--- src/common/rmd_pkg.sv ---
// Constants for the RF main divider word decoder
`default_nettype none
package rmd_pkg;
    // ------------------------------------------------------------
    // Word layout
    // ------------------------------------------------------------
    localparam int          WORD_W      = 24;
    localparam logic [4:0]  WORD_BITS   = 5'h18;   // Bits in one programming word
    localparam int          SEL_POS     = 0;       // Word select bit position
    localparam logic        SEL_MAIN    = 1'b0;    // Select value of the main divider word
    localparam int          FN_LSB      = 1;
    localparam int          FN_W        = 12;
    localparam int          N_LSB       = 13;
    localparam int          N_W         = 11;
    localparam int          C_LSB       = 4;
    localparam int          C_W         = 7;
    localparam int          B_LSB       = 2;
    localparam int          B_W         = 2;
    localparam int          A_LSB       = 0;
    localparam int          A_W         = 2;
    localparam int          RATIO_W     = 12;

    // ------------------------------------------------------------
    // Prescaler and divide range
    // ------------------------------------------------------------
    localparam int          BASE_LOW    = 8;       // 8/9/12/13 prescaler
    localparam int          BASE_HIGH   = 16;      // 16/17/20/21 prescaler
    localparam int          B_WEIGHT    = 4;
    localparam logic [11:0] N_MIN_LOW   = 12'h019; // 25
    localparam logic [11:0] N_ORD2_MAX  = 12'h01a; // 26
    localparam logic [11:0] N_ORD3_MAX  = 12'h01e; // 30
    localparam logic [11:0] N_MAX_LOW   = 12'h3ff; // 1023

    // ------------------------------------------------------------
    // Quick-start programming state
    // ------------------------------------------------------------
    localparam logic [2:0]  ORDER_2     = 3'h2;
    localparam logic [2:0]  ORDER_3     = 3'h3;
    localparam logic [2:0]  ORDER_RST   = 3'h3;    // Third order modulator
    localparam logic        FRAC22_RST  = 1'b0;    // 12-bit fractional modulus
    localparam logic        DITHER_RST  = 1'b0;
    localparam logic        FASTLK_RST  = 1'b0;
endpackage
`default_nettype wire

--- src/verilog/rmd_sync.sv ---
// Two flip-flop synchroniser for a group of pin inputs
`default_nettype none
module rmd_sync #(
    parameter int W = 3
) (
    input  wire logic         core_clk, // Core clock
    input  wire logic         rst_n,    // Asynchronous reset, active low
    input  wire logic [W-1:0] async_in, // Pins from outside the clock domain
    output logic      [W-1:0] sync_out  // Synchronised levels
);
    logic [W-1:0] meta_r;

    // ------------------------------------------------------------
    // Two stages; only the second stage reads the first
    // ------------------------------------------------------------
    always_ff @(posedge core_clk or negedge rst_n) begin
        if (!rst_n) begin
            meta_r   <= '0;
            sync_out <= '0;
        end else begin
            meta_r   <= async_in;
            sync_out <= meta_r;
        end
    end
endmodule
`default_nettype wire

--- src/verilog/rmd_main_divider.sv ---
// RF main divider word receiver and decoder
// ------------------------------------------------------------
// ------------------------------------------------------------
`default_nettype none
module rmd_main_divider
    import rmd_pkg::*;
(
    input  wire logic                core_clk,              // Core clock, 200 MHz
    input  wire logic                rst_n,                 // Asynchronous reset, active low
    input  wire logic                ser_clk,               // Serial clock pin
    input  wire logic                ser_data,              // Serial data pin
    input  wire logic                ser_le,                // Serial latch enable pin
    input  wire logic                rf_prescaler_select,   // 0: 8/9/12/13, 1: 16/17/20/21
    output logic [N_W-1:0]           rf_integer_divide,     // Applied integer field
    output logic [FN_W-1:0]          rf_fraction_numerator, // Applied fractional numerator
    output logic [C_W-1:0]           rf_coarse_count,       // Coarse count
    output logic [B_W-1:0]           rf_b_count,            // B count
    output logic [A_W-1:0]           rf_a_count,            // A count
    output logic [RATIO_W-1:0]       rf_divide_ratio,       // Effective divide ratio
    output logic                     word_loaded,           // Pulse: new word applied
    output logic                     range_fault,           // Ratio illegal for order
    output logic [2:0]               modulator_order,       // Modulator order
    output logic                     frac_modulus_22bit,    // 0: 12-bit modulus
    output logic                     dither_enable,         // Dithering on
    output logic                     fastlock_enable        // Fast-lock on
);
    // ------------------------------------------------------------
    // Declarations
    // ------------------------------------------------------------
    logic [2:0]        pins_s;
    logic              sclk_s;
    logic              sdat_s;
    logic              sle_s;
    logic              sclk_prev_r;
    logic              sle_prev_r;
    logic              sclk_rise;
    logic              sle_rise;
    logic [WORD_W-1:0] shift_r;
    logic [4:0]        bit_cnt_r;
    logic              load;
    logic              psel_r;
    logic [RATIO_W-1:0] ratio_nxt;
    logic              fault_nxt;

    // Pin synchroniser
    rmd_sync #(
        .W        (3)
    ) u_sync (
        .core_clk (core_clk),
        .rst_n    (rst_n),
        .async_in ({ser_clk, ser_data, ser_le}),
        .sync_out (pins_s)
    );

    assign sclk_s = pins_s[2];
    assign sdat_s = pins_s[1];
    assign sle_s  = pins_s[0];

    // ------------------------------------------------------------
    // Serial edge detection
    // ------------------------------------------------------------
    always_ff @(posedge core_clk or negedge rst_n) begin
        if (!rst_n) begin
            sclk_prev_r <= 1'b0;
            sle_prev_r  <= 1'b0;
        end else begin
            sclk_prev_r <= sclk_s;
            sle_prev_r  <= sle_s;
        end
    end

    assign sclk_rise = sclk_s & ~sclk_prev_r;
    assign sle_rise  = sle_s & ~sle_prev_r;

    // Shift register, MSB first, select bit arrives last
    always_ff @(posedge core_clk or negedge rst_n) begin
        if (!rst_n) begin
            shift_r <= '0;
        end else if (sclk_rise) begin
            shift_r <= {shift_r[WORD_W-2:0], sdat_s};
        end
    end

    // Bit counter, saturating, restarted by each latch
    always_ff @(posedge core_clk or negedge rst_n) begin
        if (!rst_n) begin
            bit_cnt_r <= 5'h00;
        end else if (sle_rise) begin
            bit_cnt_r <= 5'h00;
        end else if (sclk_rise && bit_cnt_r != WORD_BITS) begin
            bit_cnt_r <= bit_cnt_r + 5'h01;
        end
    end

    // Latch only a full word whose select bit marks the main divider
    assign load = sle_rise && (bit_cnt_r == WORD_BITS)
                  && (shift_r[SEL_POS] == SEL_MAIN);

    // ------------------------------------------------------------
    // Applied word fields
    // ------------------------------------------------------------
    // All fields change in one cycle, never partly
    always_ff @(posedge core_clk or negedge rst_n) begin
        if (!rst_n) begin
            rf_integer_divide     <= '0;
            rf_fraction_numerator <= '0;
            rf_coarse_count       <= '0;
            rf_b_count            <= '0;
            rf_a_count            <= '0;
        end else if (load) begin
            rf_integer_divide     <= shift_r[N_LSB +: N_W];
            rf_fraction_numerator <= shift_r[FN_LSB +: FN_W];
            rf_coarse_count       <= shift_r[N_LSB+C_LSB +: C_W];
            rf_b_count            <= shift_r[N_LSB+B_LSB +: B_W];
            rf_a_count            <= shift_r[N_LSB+A_LSB +: A_W];
        end
    end

    // Load pulse and registered prescaler select
    always_ff @(posedge core_clk or negedge rst_n) begin
        if (!rst_n) begin
            word_loaded <= 1'b0;
            psel_r      <= 1'b0;
        end else begin
            word_loaded <= load;
            psel_r      <= rf_prescaler_select;
        end
    end

    // ------------------------------------------------------------
    // Effective ratio and legal range
    // ------------------------------------------------------------
    // Ratio = base * coarse + 4 * B + A, with only bit 0 of B used at the low base
    always_comb begin
        logic [RATIO_W-1:0] base_part;
        logic [1:0]         b_eff;
        base_part = '0;
        b_eff     = 2'h0;
        if (psel_r) begin
            base_part = {1'b0, rf_coarse_count, 4'h0};
            b_eff     = rf_b_count;
        end else begin
            base_part = {2'b00, rf_coarse_count, 3'h0};
            b_eff     = {1'b0, rf_b_count[0]};
        end
        ratio_nxt = base_part + {8'h00, b_eff, 2'h0} + {10'h000, rf_a_count};
    end

    // Flag ratios that the low prescaler cannot use at this order
    always_comb begin
        fault_nxt = 1'b0;
        if (!psel_r) begin
            if (ratio_nxt < N_MIN_LOW || ratio_nxt > N_MAX_LOW) begin
                fault_nxt = 1'b1;
            end else if (ratio_nxt <= N_ORD2_MAX) begin
                fault_nxt = (modulator_order != ORDER_2);
            end else if (ratio_nxt <= N_ORD3_MAX) begin
                fault_nxt = (modulator_order != ORDER_2)
                            && (modulator_order != ORDER_3);
            end
        end
    end

    always_ff @(posedge core_clk or negedge rst_n) begin
        if (!rst_n) begin
            rf_divide_ratio <= '0;
            range_fault     <= 1'b0;
        end else begin
            rf_divide_ratio <= ratio_nxt;
            range_fault     <= fault_nxt;
        end
    end

    // ------------------------------------------------------------
    // Quick-start modulator configuration
    // ------------------------------------------------------------
    always_ff @(posedge core_clk or negedge rst_n) begin
        if (!rst_n) begin
            modulator_order    <= ORDER_RST;
            frac_modulus_22bit <= FRAC22_RST;
            dither_enable      <= DITHER_RST;
            fastlock_enable    <= FASTLK_RST;
        end else begin
            modulator_order    <= ORDER_RST;
            frac_modulus_22bit <= FRAC22_RST;
            dither_enable      <= DITHER_RST;
            fastlock_enable    <= FASTLK_RST;
        end
    end
endmodule
`default_nettype wire

--- config.mk ---
export PLATFORM = sky130hd
export DESIGN_NAME = rmd_main_divider
export DESIGN_NICKNAME = d
export VERILOG_FILES = /design/src/common/rmd_pkg.sv /design/src/verilog/rmd_sync.sv /design/src/verilog/rmd_main_divider.sv
export SDC_FILE = /design/constraint.sdc
export NUM_CORES = 1
export LEC_CHECK = 0
export ABC_AREA = 1
export BUFFER_PORTS_ARGS = -buffer_cell sky130_fd_sc_hd__buf_4
export CAP_MARGIN = 20
export CELL_PAD_IN_SITES_DETAIL_PLACEMENT = 1
export CELL_PAD_IN_SITES_GLOBAL_PLACEMENT = 1
export CORE_MARGIN = 1.5
export CORE_UTILIZATION = 32
export DETAILED_ROUTE_END_ITERATION = 8
export PLACE_DENSITY = 0.77
export SETUP_SLACK_MARGIN = 0.15
export SLEW_MARGIN = 20
export SYNTH_ARGS = -nofsm -noshare
export SYNTH_HDL_FRONTEND = slang
export SYNTH_SLANG_ARGS = --single-unit
--- constraint.sdc ---
create_clock -name core_clk -period 1.3 [get_ports core_clk]
set_clock_uncertainty 0.05 [all_clocks]
set_input_delay 0.13 -clock core_clk [delete_from_list [all_inputs] [get_ports core_clk]]
set_output_delay 0.13 -clock core_clk [all_outputs]
set_load 0.005 [all_outputs]
Word-level counts from Yosys, hierarchy flattened
Index checks and enable logic that the tools add are counted.
Widths: inputs -> output; s select.
Storage, ports and cells
  register bits after elaboration: 86
  output and inout port bits: 54
  word-level logic and storage cells: 40
Cells by class
  add/sub/neg operators: 3
  magnitude comparators: 3
  equal/unequal tests: 2
  mux-type cells: 7
  bitwise operators: 5
  reductions and logical operators: 5
Operators by type and width (number)
  $add 11x4->12: 1
  $add 12x2->12: 1
  $gt 12x10->1 const B: 1
  $le 12x5->1 const B: 1
  $lt 12x5->1 const B: 1
  $mux 11: 1
  $mux 5: 2
  $add 5x1->5 const B: 1
  $eq 5x5->1 const B: 1
  $ne 5x5->1 const B: 1
  $logic_and 1x1->1: 3
  $mux 1: 3
  $not 1->1: 3
  $and 1x1->1: 2
  $mux 2: 1
  $reduce_bool 2->1: 1
  $logic_or 1x1->1: 1

Depth between registers and ports, before layout
  depth in word-level cells: 7
  gate-level depth with buffers: 9
  mapped depth without buffers: 7

Modules after synthesis
A second synthesis with hierarchy kept.
Second synthesis, totals
  cell total of the unflattened synthesis: 303
  area total of the unflattened synthesis: 3026.7 um^2
Modules (own cells, without submodules)
  rmd_main_divider: instances 1, cells each 297, area each 2876.5 um^2, seq. area each 1726.7 um^2
  rmd_sync: instances 1, cells each 6, area each 150.1 um^2, seq. area each 150.1 um^2

Worst setup path after synthesis
No wires, ideal clock.
  kind: flip-flop to flip-flop
  from: reg bit_cnt_r[0]
  to: reg rf_integer_divide[6]
  library setup time: 121 ps
  arrival time: 1208 ps
  required time: 1129 ps
  setup slack: -80 ps
  stages on the path, launching flop included: 10
  period minus slack after synthesis: 1380 ps
  cell sequence: dfrtp_1 -> inv_1 -> ha_1 -> nand2_2 -> nor2_2 -> nand3_2 -> buf_6 -> buf_6 -> nand2_1 -> o21ai_1
On the way
  longest elaborated chain between the ends: 3
RTL lines
  start: declaration: line rmd_main_divider.sv:39  | logic [4:0] bit_cnt_r;
  start signal: assignment: line rmd_main_divider.sv:91  | bit_cnt_r <= bit_cnt_r + 5'h01;
  $eq 5x5->1: line rmd_main_divider.sv:96  | assign load = sle_rise && (bit_cnt_r == WORD_BITS)
  $logic_and 1x1->1: line rmd_main_divider.sv:96
  $logic_and 1x1->1: line rmd_main_divider.sv:97  | && (shift_r[SEL_POS] == SEL_MAIN);
  end signal: assignment: line rmd_main_divider.sv:111  | rf_integer_divide <= shift_r[N_LSB +: N_W];
  end: declaration: line rmd_main_divider.sv:14  | output logic [N_W-1:0] rf_integer_divide,
No other way between the ends.
A chain may end at the register's enable or synchronous reset.

Final worst setup path
  from: reg bit_cnt_r[1]
  to: reg rf_fraction_numerator[11]
On the way
  longest elaborated chain between the ends: 3
RTL lines
  $eq 5x5->1: line rmd_main_divider.sv:96
  $logic_and 1x1->1: line rmd_main_divider.sv:96
  $logic_and 1x1->1: line rmd_main_divider.sv:97
  end signal: assignment: line rmd_main_divider.sv:112  | rf_fraction_numerator <= shift_r[FN_LSB +: FN_W];
  end: declaration: line rmd_main_divider.sv:15  | output logic [FN_W-1:0] rf_fraction_numerator,
No other way between the ends.

==> results.toml <==
[clock_network]
clock_path_buffers = 2
clk_latency_ns = 0.35
htreeDepth = 3
cts_tree = "done"
cts-buffers-inserted = 9
cts_sinks = 75
cts.reportedPaths.clkPinSlew_ns = 0.08
root_buffer = "clkbuf_8"

[setup_path]
crit_start = "bit_cnt_r[1]$_DFFE_PN0P_"
cp-start-kind = "register"
critical_path_required_ns = 1.48
worst-path-buf-inv = 2
cpPeakStageDelay_ns = 0.40
path_class = "register to register"
crit_path_end_kind = "register"
r2r-start = "bit_cnt_r[1]$_DFFE_PN0P_"
crit_arrival_ns = 1.61
worstPathCellList = "inv_1, ha_2, nand2_2, nor2_2, nand3_2, buf_12, nand2_1, o21ai_2"
path_max_fanout = 25
cp_top_family = "flip-flops"
critical_path.slowest_cell = "dfrtp_1"

[layout]
area_growth_pct = 35.8
diodes = 0
final_cell_mix = "dfrtp_1 (68), buf_4 (58), nand2_1 (55), inv_1 (37), o21ai_1 (23)"
final_common_cell = "dfrtp_1"
n_fill_cell = 1061
layout.nets = 377
drive_above_1_share_pct = 40.6
fin_cells = 485
seq_area_um2 = 1890
final_area_um2 = 4110
multi_input_area_um2 = 903

[sta]
fmax_ghz = 0.703
hold_viol = 0
timing_max_transition_violations_final = 0
setup_violations = 28
fin_ws_ns = -0.123
hold-worst-slack_ns = 0.160
fin_crit_sh_pct = 109
post-route-min-period_ns = 1.42
rsz0062_at_grt = "yes"

[floorplanning]
io_pins = 60
die_h_um = 100
start_util_pct = 32.9
die_area_um2 = 10100
die_w_um = 100
rows = 35
core_um2 = 9200

[power]
power_frac_seq_pct = 49.0
intPower_uw = 3980
powerDensity_nw_per_um2 = 1260
pwr-share-comb_pct = 9.1
clock_power_share_pct = 41.9
peakVddDrop_mv = 0.632
power.switching_uw = 1190
p_leak_uw = 0.00199
switching_share_pct = 23.0

[global_routing]
grt_overflow_total = 0
grt_pass1_wl_um = 10200
antenna_found_initial = 0
grt_pass1_vias = 2123
grt_usage_pct = 13.1
grt_start_max_net_pins = 29

[placement]
dpl_worst_slack_ns = -0.104
dp_hpwl_um = 4090
io_buffers = 53
dp_cells = 451
routabilityCongestion = 0.755
dpl_cell_area_um2 = 3500

[synthesis]
synth_seq_cells = 75
syn_avg_cell_area_um2 = 9.99
synthTopCellsByArea = "dfrtp_1 (62%), nand2_1 (8.3%), o21ai_0 (5.1%)"
synth_top_area_share_pct = 62.0
yosys_warnings = 0
syn_area_um2 = 3030
ys_seq_area_share_pct = 62.0
syn_inst = 303
yosysTopAreaCell = "dfrtp_1"
ys_types = 23

[status]
outcome = "finished, violations left"
violations = "negative setup slack"

[drt]
route.detailed.drc = 0
drtAntennaViolNets = 0
viasPerCell = 4.45
vias = 2158
first_pass_iters = 3
drtIter0Drc = 60
wl_per_cell_um = 13.7
drt-total-wl_um = 6640

[flow_run]
max-cap-violations = 0

[min_path]
min_path_type = "input pin to asynchronous set/reset pin"
-- per-stage QoR --
step / util [%] / total power, uW / setup TNS, ns
after floorplan: - / 2780 / -1.44
after global placement: 38.1 / 2920 / -0.984
after detailed placement: 38.1 / 2950 / -2.07
after CTS: 41.9 / 5160 / -2.50
after global routing: 44.7 / 5420 / -4.64
final: 44.7 / 5170 / -2.52
-- cells by family (layout without fill, tap and decap cells) --
family / after synthesis / after routing / share of synthesized area (%)
adder cells (fa/ha/maj): 2 / 2 / 0.827
flip-flops: 75 / 75 / 62.0
AO/OA/AOI/OAI: 57 / 57 / 11.3
other: 2 / 7 / 0.248
XOR/XNOR: 1 / 1 / 0.289
buffers and inverters: 74 / 140 / 12.9
AND/OR/NAND/NOR: 92 / 92 / 12.4
-- power by group through the flow --
stage | Combinational [uW] | Clock (uW) | Sequential [uW]
floorplan | 216 | 0 | 2560
global placement | 350 | 0 | 2570
detailed placement | 368 | 0 | 2580
CTS | 406 | 2230 | 2530
global route | 530 | 2340 | 2550
finish | 472 | 2170 | 2530
-- routing by layer --
layer  global-route usage [%]  wire [um]
met5                        0          0
met4                     4.23         56
met3                     3.97        282
met2                     22.1       3500
met1                     16.1       2800
-- cell usage after synthesis --
| cell | instances |
|---|---|
| clkbuf_1 | 2 |
| nand3_1 | 10 |
| nand4_1 | 2 |
| nor2_2 | 1 |
| buf_2 | 5 |
| o21ai_0 | 31 |
| xor2_1 | 1 |
| inv_2 | 1 |
| nand3_2 | 1 |
| dfrtp_1 | 75 |
| conb_1 | 2 |
| clkbuf_2 | 1 |
| a21oi_1 | 2 |
| buf_4 | 20 |
| nand2_1 | 67 |
| inv_1 | 40 |
| o21ai_1 | 9 |
| clkinv_1 | 1 |
| o21ai_2 | 15 |
| ha_1 | 2 |
| nor2_1 | 9 |
| nand2_2 | 2 |
| buf_6 | 4 |
-- worst reg2reg max path, stage by stage (launching register included) --
cell	delay (ns)
dfrtp_1	0.40
inv_1	0.07
ha_2	0.16
nand2_2	0.08
nor2_2	0.09
nand3_2	0.12
buf_12	0.20
nand2_1	0.09
o21ai_2	0.05
-- sequential cells by signal, indices dropped and copies added (netlist names) --
name                   cells
rf_fraction_numerator     12
sclk_prev_r                1
rf_integer_divide         11
u_sync.sync_out            3
range_fault                1
word_loaded                1
rf_divide_ratio           12
shift_r                   24
bit_cnt_r                  5
sle_prev_r                 1
u_sync.meta_r              3
psel_r                     1
-- path summary, 6_finish.rpt --
| kind | to | slack [ns] | cells after the start |
|---|---|---|---|
| max | rf_fraction_numerator[11]$_DFFE_PN0P_ | -0.12 | 8 |
| min | rf_divide_ratio[9]$_DFF_PN0_ | 0.16 | 2 |
| min reg2reg | u_sync.sync_out[2]$_DFF_PN0_ | 0.30 | 0 |
| max in group asynchronous | rf_integer_divide[2]$_DFFE_PN0P_ | 0.57 | 3 |
| min in group core_clk | u_sync.sync_out[2]$_DFF_PN0_ | 0.30 | 0 |
| max reg2reg | rf_fraction_numerator[11]$_DFFE_PN0P_ | -0.12 | 8 |
-- cell type report --
type | instances | share of cell area (%)
inverters | 42 | 3.86
clock buffers | 11 | 3.44
multi-input cells | 159 | 22.0
flip-flops and latches | 75 | 45.9
well taps | 111 | 3.38
repair buffers | 82 | 19.1
clock inverters | 5 | 2.43
-- timing repair --
action,in CTS,in global routing
buffers inserted,4,6
hold buffers,5,0
setup endpoints to repair,44,61
cloned,0,3
gates resized for setup,12,62
pin swaps,1,11
hold endpoints to repair,79,0
Note: power is estimated with default switching activity, not from simulation.
